$ cat src/mup_pkg.sv
// Purpose: Shared constants and types of the management user access port
// Assumes: 32-bit register port, one word per register
// Notes: Offsets are byte addresses on the plain register port
package mup_pkg;

    // Register offsets
    localparam logic [7:0] OFS_ACCESS0 = 8'h00;
    localparam logic [7:0] OFS_MASK_SET = 8'h04;
    localparam logic [7:0] OFS_MASK_CLEAR = 8'h08;
    localparam logic [7:0] OFS_EVENT_RAW = 8'h0C;
    localparam logic [7:0] OFS_EVENT_CLEAR = 8'h10;
    localparam logic [7:0] OFS_MASKED = 8'h14;
    localparam logic [7:0] OFS_CONTROL = 8'h18;

    // Field positions
    localparam int GO_BIT = 31;
    localparam int WR_BIT = 30;
    localparam int ACK_BIT = 29;
    localparam int CTRL_EN_BIT = 0;
    localparam int NUM_CHAN = 2;

    // Values after reset
    localparam logic [31:0] ACCESS_RESET = 32'h0000_0000;
    localparam logic [1:0] MASK_RESET = 2'h0;
    localparam logic [1:0] EVENT_RESET = 2'h0;
    localparam logic CTRL_EN_RESET = 1'b0;

    // Frame bit positions, counted from the first preamble bit
    localparam logic [5:0] FRAME_LAST = 6'h3F;
    localparam logic [5:0] TA_FIRST = 6'h2E;
    localparam logic [5:0] TA_SECOND = 6'h2F;
    localparam logic [5:0] DATA_FIRST = 6'h30;

    // Bus request
    typedef struct packed {
        logic wr;
        logic rd;
        logic [7:0] addr;
        logic [31:0] wdata;
    } mup_bus_req_t;

    // Access register layout
    typedef struct packed {
        logic go;
        logic wr;
        logic ack;
        logic [2:0] rsvd;
        logic [4:0] target_reg_index;
        logic [4:0] target_phy_index;
        logic [15:0] data;
    } mup_access_t;

    // Management pin group
    typedef struct packed {
        logic mdio_out;
        logic mdio_oe;
    } mup_pin_out_t;

endpackage

$ cat src/mup_sync.sv
// Purpose: Two-stage synchroniser for inputs from outside ref_clk
// Assumes: Each bit is an independent level
// Notes: Only the second stage is visible outside
`timescale 1ns/10ps
module mup_sync #(
    parameter int W = 2
) (
    // Clock and reset
    input wire logic ref_clk,
    input wire logic rstn,
    // Data
    input wire logic [W-1:0] d,
    output logic [W-1:0] q
);

    logic [W-1:0] meta_q;

    genvar i;
    generate
        for (i = 0; i < W; i++) begin : g_bit
            always_ff @(posedge ref_clk or negedge rstn) begin
                if (!rstn) begin
                    meta_q[i] <= 1'b0;
                    q[i] <= 1'b0;
                end else begin
                    meta_q[i] <= d[i];
                    q[i] <= meta_q[i];
                end
            end
        end
    endgenerate

endmodule

$ cat src/mup_user_access.sv
// Purpose: User access port of a management data controller
// Assumes: Link clock arrives as a pin and is sampled by ref_clk
// Notes: Only channel 0 has an access register; channel 1 owns mask bits
//
// Function
// - A 1 written to mask clear bit 1 disables channel 1 completion irqs.
// - A 1 written to mask clear bit 0 disables channel 0 completion irqs.
// - Mask clear bits read 0 when enabled and 1 when disabled, upper zero.
// - A 1 written to the trigger bit queues one transaction run later.
// - The trigger cannot be set while the management machine is disabled.
// - The trigger clears itself once the transaction has fully completed.
// - While the trigger reads 1, writes to the access register are blocked.
// - The direction bit selects a PHY register write (1) or read (0).
// - The acknowledge bit is written by software and, on a read, set when the PHY acknowledges.
// - Bits 25 to 21 hold the index of the PHY register targeted.
// - Bits 20 to 16 hold the address of the PHY targeted.
// - Bits 15 to 0 hold write data, or the data returned on a read.
// - Completion of a channel 0 transaction sets its event bit, W1 clears.
// - A masked bit is set only while its event and its enable are both set.
`timescale 1ns/10ps
module mup_user_access (
    // Clock and reset
    input wire logic ref_clk,
    input wire logic rstn,
    // Register port
    input wire mup_pkg::mup_bus_req_t bus_req,
    output logic [31:0] bus_rdata,
    // Management link pins
    input wire logic mdc_in,
    input wire logic mdio_in,
    output mup_pkg::mup_pin_out_t mdio_pins,
    // Interrupt
    output logic irq
);

    typedef enum logic [0:0] {
        MUP_IDLE,
        MUP_RUN
    } mup_state_t;

    // Frame image: preamble, start, opcode, addresses, turnaround, data
    function automatic logic [63:0] mup_frame(mup_pkg::mup_access_t a);
        logic [1:0] op;
        logic [1:0] ta;
        logic [15:0] dat;
        op = a.wr ? 2'h1 : 2'h2;
        ta = a.wr ? 2'h2 : 2'h3;
        dat = a.wr ? a.data : 16'hFFFF;
        mup_frame = {32'hFFFF_FFFF, 2'h1, op, a.target_phy_index,
                     a.target_reg_index, ta, dat};
    endfunction

    // Address decode, reused for reads and writes
    function automatic logic hit(logic [7:0] addr, logic [7:0] ofs);
        hit = (addr == ofs);
    endfunction

    // Registers
    mup_pkg::mup_access_t access_q, access_d;
    logic [1:0] mask_q, mask_d;
    logic [1:0] event_q, event_d;
    logic ctrl_en_q;
    logic [31:0] rdata_q;
    logic irq_q;
    mup_state_t state_q, state_d;
    logic [5:0] bit_idx_q, bit_idx_d;
    logic mdo_q, mdo_d;
    logic oe_q, oe_d;
    logic mdc_prev_q;

    // Synchronised pins
    logic [1:0] pins_sync;
    logic mdc_s;
    logic mdi_s;

    mup_sync #(.W(2)) u_sync (
        .ref_clk(ref_clk),
        .rstn(rstn),
        .d({mdc_in, mdio_in}),
        .q(pins_sync)
    );

    assign mdc_s = pins_sync[1];
    assign mdi_s = pins_sync[0];

    // Link clock edges, seen two samples late through the synchroniser
    wire mdc_rise = mdc_s & ~mdc_prev_q;
    wire mdc_fall = ~mdc_s & mdc_prev_q;

    // Write decode
    wire wr_access = bus_req.wr & hit(bus_req.addr, mup_pkg::OFS_ACCESS0);
    wire wr_mset = bus_req.wr & hit(bus_req.addr, mup_pkg::OFS_MASK_SET);
    wire wr_mclr = bus_req.wr & hit(bus_req.addr, mup_pkg::OFS_MASK_CLEAR);
    wire wr_eclr = bus_req.wr & hit(bus_req.addr, mup_pkg::OFS_EVENT_CLEAR);
    wire wr_ctrl = bus_req.wr & hit(bus_req.addr, mup_pkg::OFS_CONTROL);

    // Software may only touch the access register while idle
    wire access_open = wr_access & ~access_q.go;
    wire [31:0] wd = bus_req.wdata;
    wire go_req = wd[mup_pkg::GO_BIT] & ctrl_en_q;

    // Frame progress
    wire [63:0] frame = mup_frame(access_q);
    wire start_ok = (state_q == MUP_IDLE) & access_q.go & mdc_fall;
    wire is_read = ~access_q.wr;
    wire last_rise = (state_q == MUP_RUN) & mdc_rise
                     & (bit_idx_q == mup_pkg::FRAME_LAST);
    wire ack_rise = (state_q == MUP_RUN) & mdc_rise & is_read
                    & (bit_idx_q == mup_pkg::TA_SECOND);
    wire data_rise = (state_q == MUP_RUN) & mdc_rise & is_read
                     & (bit_idx_q >= mup_pkg::DATA_FIRST);
    wire [5:0] next_idx = bit_idx_q + 6'h01;
    wire [5:0] next_pos = mup_pkg::FRAME_LAST - next_idx;

    // Channel 0 completes; channel 1 has no engine here
    wire [1:0] done_evt = {1'b0, last_rise};
    wire [1:0] masked = event_q & mask_q;

    // Read data selection
    wire [31:0] rd_access = {access_q.go, access_q.wr, access_q.ack, 3'h0,
                             access_q.target_reg_index,
                             access_q.target_phy_index, access_q.data};
    wire [31:0] rd_mask_clr = {30'h0, ~mask_q};
    wire [31:0] rd_mux =
        hit(bus_req.addr, mup_pkg::OFS_ACCESS0) ? rd_access :
        hit(bus_req.addr, mup_pkg::OFS_MASK_SET) ? {30'h0, mask_q} :
        hit(bus_req.addr, mup_pkg::OFS_MASK_CLEAR) ? rd_mask_clr :
        hit(bus_req.addr, mup_pkg::OFS_EVENT_RAW) ? {30'h0, event_q} :
        hit(bus_req.addr, mup_pkg::OFS_MASKED) ? {30'h0, masked} :
        hit(bus_req.addr, mup_pkg::OFS_CONTROL) ? {31'h0, ctrl_en_q} :
        32'h0000_0000;

    // Mask set and clear sit at different offsets, so never collide
    always_comb begin
        mask_d = mask_q;
        if (wr_mset) begin
            mask_d = mask_q | wd[1:0];
        end
        if (wr_mclr) begin
            mask_d[1] = mask_q[1] & ~wd[1];
            mask_d[0] = mask_q[0] & ~wd[0];
        end
    end

    // A completion in the clearing cycle survives the clear
    always_comb begin
        event_d = event_q;
        if (wr_eclr) begin
            event_d = event_q & ~wd[1:0];
        end
        event_d = event_d | done_evt;
    end

    // Access register: software fields, then hardware updates
    always_comb begin
        access_d = access_q;
        if (access_open) begin
            access_d.go = go_req;
            access_d.wr = wd[mup_pkg::WR_BIT];
            access_d.ack = wd[mup_pkg::ACK_BIT];
            access_d.target_reg_index = wd[25:21];
            access_d.target_phy_index = wd[20:16];
            access_d.data = wd[15:0];
        end
        if (start_ok & is_read) begin
            access_d.ack = 1'b0;
        end
        if (ack_rise) begin
            access_d.ack = ~mdi_s;
        end
        if (data_rise) begin
            access_d.data = {access_q.data[14:0], mdi_s};
        end
        if (last_rise) begin
            access_d.go = 1'b0;
        end
        access_d.rsvd = 3'h0;
    end

    // Serialiser: drive on falling edges, PHY samples on rising edges
    always_comb begin
        state_d = state_q;
        bit_idx_d = bit_idx_q;
        mdo_d = mdo_q;
        oe_d = oe_q;
        case (state_q)
            MUP_IDLE: begin
                oe_d = 1'b0;
                mdo_d = 1'b1;
                if (start_ok) begin
                    state_d = MUP_RUN;
                    bit_idx_d = 6'h00;
                    mdo_d = frame[63];
                    oe_d = 1'b1;
                end
            end
            MUP_RUN: begin
                if (last_rise) begin
                    state_d = MUP_IDLE;
                    oe_d = 1'b0;
                    mdo_d = 1'b1;
                end else if (mdc_fall) begin
                    bit_idx_d = next_idx;
                    mdo_d = frame[next_pos];
                    // On reads, release the line for the PHY from turnaround on; writes keep driving
                    oe_d = access_q.wr | (next_idx < mup_pkg::TA_FIRST);
                end
            end
            default: begin
                state_d = MUP_IDLE;
                oe_d = 1'b0;
                mdo_d = 1'b1;
            end
        endcase
    end

    always_ff @(posedge ref_clk or negedge rstn) begin
        if (!rstn) begin
            access_q <= mup_pkg::ACCESS_RESET;
            mask_q <= mup_pkg::MASK_RESET;
            event_q <= mup_pkg::EVENT_RESET;
            ctrl_en_q <= mup_pkg::CTRL_EN_RESET;
        end else begin
            access_q <= access_d;
            mask_q <= mask_d;
            event_q <= event_d;
            if (wr_ctrl) begin
                ctrl_en_q <= wd[mup_pkg::CTRL_EN_BIT];
            end
        end
    end

    always_ff @(posedge ref_clk or negedge rstn) begin
        if (!rstn) begin
            state_q <= MUP_IDLE;
            bit_idx_q <= 6'h00;
            mdo_q <= 1'b1;
            oe_q <= 1'b0;
            mdc_prev_q <= 1'b0;
        end else begin
            state_q <= state_d;
            bit_idx_q <= bit_idx_d;
            mdo_q <= mdo_d;
            oe_q <= oe_d;
            mdc_prev_q <= mdc_s;
        end
    end

    // Read data stands only in the cycle after the strobe
    always_ff @(posedge ref_clk or negedge rstn) begin
        if (!rstn) begin
            rdata_q <= 32'h0000_0000;
            irq_q <= 1'b0;
        end else begin
            rdata_q <= bus_req.rd ? rd_mux : 32'h0000_0000;
            irq_q <= |(event_d & mask_d);
        end
    end

    assign bus_rdata = rdata_q;
    assign irq = irq_q;
    assign mdio_pins.mdio_out = mdo_q;
    assign mdio_pins.mdio_oe = oe_q;

endmodule

$ cat config.mk
export PLATFORM = sky130hd
export DESIGN_NAME = mup_user_access
export DESIGN_NICKNAME = d
export VERILOG_FILES = /design/src/mup_pkg.sv /design/src/mup_sync.sv /design/src/mup_user_access.sv
export SDC_FILE = /design/constraint.sdc
export NUM_CORES = 1
export LEC_CHECK = 0
export BUFFER_PORTS_ARGS = -buffer_cell sky130_fd_sc_hd__buf_2
export CORE_MARGIN = 1.5
export CORE_UTILIZATION = 49
export DETAILED_ROUTE_END_ITERATION = 10
export GPL_ROUTABILITY_DRIVEN = 0
export PLACE_DENSITY = 0.76
export SLEW_MARGIN = 10
export SYNTH_ARGS = -nofsm -noshare
export SYNTH_HDL_FRONTEND = slang
export SYNTH_SLANG_ARGS = --single-unit
$ cat constraint.sdc
create_clock -name ref_clk -period 2.3 [get_ports ref_clk]
set_clock_uncertainty 0.05 [all_clocks]
set_input_delay 0.345 -clock ref_clk [delete_from_list [all_inputs] [get_ports ref_clk]]
set_output_delay 0.345 -clock ref_clk [all_outputs]
set_load 0.02 [all_outputs]
==> results of run 1 <==
==> stage by stage <==
| stage | util | cells | total power [W] |
|---|---|---|---|
| floorplan | - | 347 | 0.001866 |
| global placement | 0.5743 | 503 | 0.002059 |
| detailed placement | 0.5743 | 503 | 0.002081 |
| CTS | 0.6044 | 520 | 0.003167 |
| global route | 0.6057 | 520 | 0.003316 |
| finish | 0.6057 | 520 | 0.003166 |
==> power groups by stage <==
stage,clock network [W],logic (W),registers (W)
after global routing,0.00117,0.000655,0.00149
final,0.00108,0.000605,0.00148
after global placement,0,0.000562,0.00150
after detailed placement,0,0.000580,0.00150
after floorplan,0,0.000384,0.00148
after CTS,0.00110,0.000593,0.00148
==> synthesized netlist by cell type, types with 2 or more instances <==
master                     count  area, um2
sky130_fd_sc_hd__dfrtp_1      77       1927
sky130_fd_sc_hd__nand2_1      32      120.1
sky130_fd_sc_hd__and3_1       24      150.1
sky130_fd_sc_hd__mux2i_1      22      220.2
sky130_fd_sc_hd__o21ai_0      20      100.1
sky130_fd_sc_hd__nor2_1       18      67.56
sky130_fd_sc_hd__clkbuf_1     17      63.81
sky130_fd_sc_hd__mux2_2       11      123.9
sky130_fd_sc_hd__a21oi_1      10      50.05
sky130_fd_sc_hd__o21ai_1      10      50.05
sky130_fd_sc_hd__nand3_1       8      40.04
sky130_fd_sc_hd__and3_2        7      52.55
sky130_fd_sc_hd__buf_4         6      45.04
sky130_fd_sc_hd__inv_1         6      22.52
sky130_fd_sc_hd__mux4_2        6      135.1
sky130_fd_sc_hd__nor2b_1       6      37.54
sky130_fd_sc_hd__nor3_1        6      30.03
sky130_fd_sc_hd__buf_6         4      45.04
sky130_fd_sc_hd__nand4_1       4      25.02
sky130_fd_sc_hd__o31ai_1       4      30.03
sky130_fd_sc_hd__a31oi_1       3      18.77
sky130_fd_sc_hd__nand2b_1      3      18.77
sky130_fd_sc_hd__o211ai_1      3      22.52
sky130_fd_sc_hd__xnor2_1       3      26.28
sky130_fd_sc_hd__a21o_1        2      15.01
sky130_fd_sc_hd__and2b_1       2      15.01
sky130_fd_sc_hd__o32ai_1       2      17.52
sky130_fd_sc_hd__or2_2         2      12.51
sky130_fd_sc_hd__or4_4         2      22.52
==> cell families after synthesis <==
family	Yosys count
and+or+nand+nor	125
DFF	78
AOI/OAI and AO/OA	62
muxes	39
buffers and inverters	35
xor gates and xnor gates	4
adders and majority gates	1
other	1
==> critical path: stages (launching register included) <==
cell and delay [ps]:
sky130_fd_sc_hd__dfrtp_1 410, sky130_fd_sc_hd__ha_4 330, sky130_fd_sc_hd__mux4_2 520, sky130_fd_sc_hd__mux4_2 500, sky130_fd_sc_hd__o211ai_1 170, sky130_fd_sc_hd__nand4_1 90
==> area by class of cell <==
type | instances | area share
clock buffers | 13 | 0.03128
clock inverters | 3 | 0.01550
well taps | 99 | 0.02790
flip-flops and latches | 78 | 0.4398
repair buffers | 87 | 0.1150
inverters | 6 | 0.005072
multi-input cells | 234 | 0.3655
==> metal layers <==
| layer | global-route usage | wire, um |
|---|---|---|
| met2 | 0.3177 | 3807 |
| met3 | 0.05051 | 380 |
| met1 | 0.2710 | 3548 |
| met4 | 0.07804 | 126 |
| met5 | 0 | 0 |
==> sequential cells by signal, summed over array words and instances, names as in the netlist <==
| register | cells |
|---|---|
| ctrl_en_q | 1 |
| bit_idx_q | 6 |
| mdo_q | 1 |
| u_sync.meta_q | 2 |
| access_q | 29 |
| mdc_prev_q | 1 |
| event_q | 2 |
| mask_q | 2 |
| bus_rdata | 29 |
| irq | 1 |
| state_q | 1 |
| u_sync.q | 2 |
| oe_q | 1 |
==> how the worst max path moves through the flow <==
stage / cells past startpoint / endpoint / startpoint
final: 5 / mdo_q / bit_idx_q[1]
after global routing: 5 / mdo_q / bit_idx_q[0]
after CTS: 5 / mdo_q / bit_idx_q[1]
after detailed placement: 5 / mdo_q / bit_idx_q[0]
after global placement: 5 / mdo_q / bit_idx_q[0]
after floorplan: 6 / mdo_q / bit_idx_q[0]
==> timing repair <==
action,4_1_cts,5_1_grt
hold endpoints to repair,30,0
hold buffers,1,0
endpoints found under the setup margin,1,1
pin swaps,0,0
resized for setup,1,1
==> impl_summary.md, run 1 <==
Timing
The number of pins with negative max-slew slack in the final report is 0. Setup slack closes at 153.6 ps. The final critical-path share of the clock period is 0.9332. Subtracting the final worst setup slack from the clock period gives 2146 ps. The setup TNS is 0 ps.

The peak clock frequency supported by timing is 465.9 MHz. On the final layout, the worst hold slack is 57.29 ps. The number of hold violations in the final report is 0.

Setup repair after global routing left no endpoint under its margin. Setup violations remaining at the end of the flow were counted as 0.

Clock network
The CTS clock-pin slew for the worst setup and hold paths is 80 ps. The total CTS buffers is 9. The CTS sink count is slightly below 80. The root buffer cell chosen for the clock tree is sky130_fd_sc_hd__clkbuf_8. Clock latency on the worst-skew pair, taken at its later pin, is roughly 340 ps.

The clock passes through at most 2 buffers. The clock tree from TritonCTS is yes. The H-tree was split into 3 levels. The post-CTS repair timing setup buffer count is 0.

Placed design
The HPWL reported at the end of detailed placement is 5684 um. OpenSTA, run right after detailed placement, puts the worst setup slack at between 4 and 5 ps. The count of buffers added on input and output ports is 74. In this run the cell area measured after placement is roughly 4200 um2.

Worst setup path
The number of cells on the worst reg-to-reg path is 5. At the worst endpoint, the required time is ~2500 ps. STA classifies the critical path startpoint as a flop. STA puts the critical path data arrival time at 2360 ps. The path type of the worst setup path is flop to flop. The capturing element type of the critical path is a flop. The reg2reg setup slack is 150 ps. The worst-path maximum fanout is 5. In this run the critical register-to-register path is captured at mdo_q. The worst register-to-register path begins at bit_idx_q[1].

Power
The share of total power consumed by net switching is 0.2688. The reported net switching power is 0.0008510 W. Cell internal power was estimated by the tool at roughly 0.0023 W. The power per unit of standard cell area is 712.9 nW/um2.

The share of total power in the clock network is 0.340. The standby leakage power is roughly 2.1 nW. The worst IR drop on VDD is around 0.00036 V. The sequential share of power is 0.469. The combinational fraction of design power is 0.191.

Finish
In the final layout, the multi-input gates occupy approximately 1600 um2. The leading cell type in the layout, fill and taps excluded is sky130_fd_sc_hd__dfrtp_1. After routing the design area is approximately 4400 um2. Across the whole layout, storage elements account for just under 2000 um2. Fill cells in the final layout number 592. The area growth from synthesis to final layout is 18.46%.

In the layout the commonest cells are sky130_fd_sc_hd__dfrtp_1, sky130_fd_sc_hd__buf_2, sky130_fd_sc_hd__nand2_1. The number of antenna diodes is 0. The fraction of layout cells with a size suffix above 1 is 0.3135. The layout net count is around 460.

Detailed routing
The starting DRC count in detailed routing is approximately 160. Wires add up to 7862 um. The per-cell routed wire length is about 15 um. After detailed routing, the number of vias per cell comes to 5.496. The final route contains approximately 2900 vias.

The count of nets left with antenna violations once routing finished came out at 0. The pre-antenna-repair detailed-routing pass consisted of 5 iterations. For this run, design rule violations remaining after detail routing come to 0.

Global routing
The global-route usage over all layers is 0.2027. The first global-routing pass estimated approximately 13000 um of wire. Entering global routing, the biggest net connects 33 pins. The number of global-route vias before repair is 2704.

The number of antenna violations at the first check in global routing is 0. After global routing the overflow that remains totals 0.

Die
The initial utilization of the core area, before any placement, comes to 0.5114. The total core area is around 7300 um2. The floorplan step defined a die boundary enclosing approximately 8000 um2.

The width of the die is just over 90 um. The cell row count is 31. In this run the count of I/O pins placed on the die edge is 81.

Measured along the y axis, the die boundary spans 90.47 um.

Yosys
The most frequently used flop master after synthesis is sky130_fd_sc_hd__dfrtp_1. Of the total synthesized cell area, the portion taken by full adders, half adders and majority gates is 0.003338. Of the total synthesized cell area, the portion taken by AND, OR, NAND and NOR gates is 0.1856. The warning count from the yosys run is 0. The synthesized design contains 0 enable-type register cells. After synthesis, the share of flip-flops with an asynchronous set or reset is 1.000. The synthesized netlist cell count is approximately 350. Of the synthesized area, sequential elements account for 0.5210.

The combined area of all synthesized cells is approximately 3700 um2. The post-synthesis xor/xnor area fraction is 0.009346. The dominant combinational cell family by area after synthesis is simple AND/OR/NAND/NOR gates. The synthesized flop and latch total is between 70 and 80.

In this run, distinct cell masters in the synthesized netlist total between 50 and 60. After synthesis, the share of cell area in mux cells is 0.1278. The compound-gate portion of the synthesized area is 0.09813. In this run the mean area of a mapped cell was around 11 um2.

Hold path
Along the worst hold path, the cell count comes to 1. The type of the worst min-delay path is input port to flop. The startpoint identified for the worst hold timing path is mdc_in. The worst hold path terminates at u_sync.meta_q[1].

Status
The flow ran to the end, and the final reports show no timing, DRC or antenna violations.

Flow run
Across the run, the number of max-cap violations was 0.
Power figures use the tool's default switching activity.
==> inputs of run 2 (changes only) <==
HOLD_SLACK_MARGIN = 0.1   (was unset)
==> run 2 against run 1 <==
  * Setup slack gained 3.5 ps
  * Wire length grew 0.50%
  * Die area is the same
  * Sequential power is essentially flat
  * Power grew 0.11%
  * Sequential cell count is the same
  * Core utilization grew 0.27 points
  * Count of clock-buffer cells in the layout is the same
  * Largest cell class unchanged
  * Largest power group unchanged
==> impl_summary.md, run 2 (synthesis results as in run 1) <==
Finish
The leading cell type in the layout, fill and taps excluded is sky130_fd_sc_hd__dfrtp_1. Compared with the post-synthesis result, the final layout area differs by 18.99%. The fraction of layout cells with a size suffix above 1 is 0.3121.

In the layout the commonest cells are sky130_fd_sc_hd__dfrtp_1, sky130_fd_sc_hd__buf_2, sky130_fd_sc_hd__nand2_1. The number of antenna diodes is 0. The filler cells instantiated in the layout total 591. The area of the multi-input gates is ~1600 um2. The area taken by flip-flops and latches is slightly below 2000 um2. The final instance area is 4461 um2. The layout net count is roughly 470.

Flow run
Across the run, the number of max-cap violations was 0.

Detailed routing
The mean number of vias per cell is between 5 and 6. The first routing iteration left 173 violations. The detailed-route via count is ~2900. The detail route stage leaves a number of antenna-violating nets equal to 0. The total length of routed wires is around 7900 um. The per-cell routed wire length is roughly 15 um.

The number of remaining DRC errors is 0. The pre-antenna-repair detailed-routing pass consisted of 4 iterations.

Placed design
The number of buffers inserted by port buffering is 74. Summed over all nets, the half-perimeter wirelength after detailed placement is between 5000 and 6000 um. The instance area after placement is ~4200 um2.

Worst setup path
The worst setup path is captured at a flop. The worst stage delay on the critical path is ~500 ps. The critical path starts at bit_idx_q[1].

The largest delay contributor family on the critical path is multiplexers. The critical path goes through ha_4 -> mux4_2 -> mux4_2 -> o211ai_1 -> nand4_1. The startpoint of the lowest-slack register-to-register path is bit_idx_q[1]. The path type of the worst setup path is flop to flop. Data arrives at the worst endpoint at between 2000 and 2500 ps. The library cell contributing the largest single delay on the critical path is sky130_fd_sc_hd__mux4_2. The most numerous cell on the critical path is sky130_fd_sc_hd__mux4_2. The critical path contains buffers and inverters numbering 0 combined.

The startpoint type of the worst setup path is a flop. STA puts the critical path data required time at roughly 2500 ps. The worst-path maximum fanout is 5.

Power
Cell internal power was estimated by the tool at around 0.0023 W. Of the total power, the share spent switching nets is 0.2691. The worst IR drop on VDD is 0.0003661 V.

Summed over all nets, the switching power comes to 0.0008527 W. Of the total power, registers draw 0.468. The share of total power in the clock network is 0.341. The share of total power dissipated in combinational logic is 0.191. The sum of internal, switching and leakage power is between 0.003 and 0.004 W. For this design the ratio of total power to cell area is approximately 700 nW/um2. The standby leakage power is approximately 2.1 nW.

Die
The initial utilization of the core area, before any placement, comes to 0.5114. The die area is 8184 um2. For this design the top-level I/O count stands at 81.

The total core area is roughly 7300 um2. The floorplan step set the die width to approximately 90 um. Measured along the y axis, the die boundary spans ~90 um.

The floorplan has 31 rows.

Global routing
The first-pass GRT wire length is 13120 um. The global-route usage over all layers is 0.2027. The number of antenna violations at the first check in global routing came to 0. The number of global-route vias before repair is ~2700. The maximum number of pins on one net before global-route repair is 33. The aggregate global routing overflow is 0.

Timing
The final critical-path share of the clock period is 0.9317. For this run, the top clock speed supported by timing is between 400 and 500 MHz. Setup violations remaining at the end of the flow were counted as 0.

For the finished layout, the period the worst path requires is 2143 ps. The worst hold slack after final layout is between 150 and 200 ps. The number of pins with negative max-slew slack in the final report is 0. Setup repair after global routing left no endpoint under its margin. The number of hold violations in the final report was 0.

The setup TNS is 0 ps.

Clock network
Post-CTS timing repair inserted 0 buffers for setup. The number of clock buffers added by TritonCTS is 9. The clock latency of the later-clocked register in the worst-skew pair is 340 ps. The clock tree from TritonCTS is yes. The H-tree generated during clock tree synthesis spans 3 levels. Clock-pin slew was measured on the worst setup and hold paths at 80 ps. The clock passes through at most 2 buffers.

In this run the clock root is driven by a sky130_fd_sc_hd__clkbuf_8. Counting every sink on the clock net gives slightly below 80.

Status
The flow ran to the end, and the final reports show no timing, DRC or antenna violations.

Hold path
The type of the worst min-delay path is input port to flop. In this run the most critical hold path is launched from bus_req[30].
-- run 2: cell count changes in the layout (fill, tap and decap cells not counted) --
cell and change:
sky130_fd_sc_hd__dlygate4sd3_1 +2
-- run 2: per-stage QoR --
stage | utilization | std cells | setup WS, ps
final | 0.6085 | 522 | 157.1
after floorplan | - | 347 | 0.7299
after global routing | 0.6085 | 522 | 71.56
after global placement | 0.5743 | 503 | 37.44
after CTS | 0.6071 | 522 | 55.11
after detailed placement | 0.5743 | 503 | 4.672
-- run 2: path summary, 6_finish.rpt --
kind / depth (start not counted) / slack [ps] / endpoint
worst max-delay path: 5 / 160 / mdo_q
worst min-delay path: 3 / 170 / access_q[30]
worst max register to register: 5 / 160 / mdo_q
worst min register to register: 0 / 300 / u_sync.q[1]
max in group asynchronous: 3 / 1180 / bus_rdata[22]
min in group asynchronous: 2 / 420 / bus_rdata[0]
-- run 2: cell type report --
class | count | share of cell area
Inverter | 6 | 0.005049
Clock inverter | 3 | 0.01543
Clock buffer | 13 | 0.03114
Timing Repair Buffer | 89 | 0.1189
Tap cell | 99 | 0.02777
Sequential cell | 78 | 0.4379
Multi-Input combinational cell | 234 | 0.3638
-- run 2: power groups by stage --
| stage | sequential (W) | clock, W | combinational, W |
|---|---|---|---|
| 6_report | 0.00148 | 0.00108 | 0.000606 |
| 5_1_grt | 0.00149 | 0.00117 | 0.000657 |
| 4_1_cts | 0.00148 | 0.00110 | 0.000596 |
| 3_5_place_dp | 0.00150 | 0 | 0.000580 |
| 3_3_place_gp | 0.00150 | 0 | 0.000562 |
| 2_1_floorplan | 0.00148 | 0 | 0.000384 |
-- run 2: what timing repair did --
item,CTS,global route
hold endpoints to repair,32,0
gates resized for setup,1,1
setup endpoints to repair,1,1
pin swaps,0,0
hold buffers,3,0
-- run 2: worst reg2reg max path, delay by kind of cell, from the launching register on --
kind                     cells  cell delay [ps]
adder cells (fa/ha/maj)      1              330
AO/OA/AOI/OAI                1              170
AND/OR/NAND/NOR              1               90
multiplexers                 2             1020
flip-flops                   1              410
-- run 2: per-layer routing --
metal,track usage,routed length [um]
met3,0.05051,430
met2,0.3177,3811
met4,0.07804,108
met1,0.2710,3552
met5,0,0
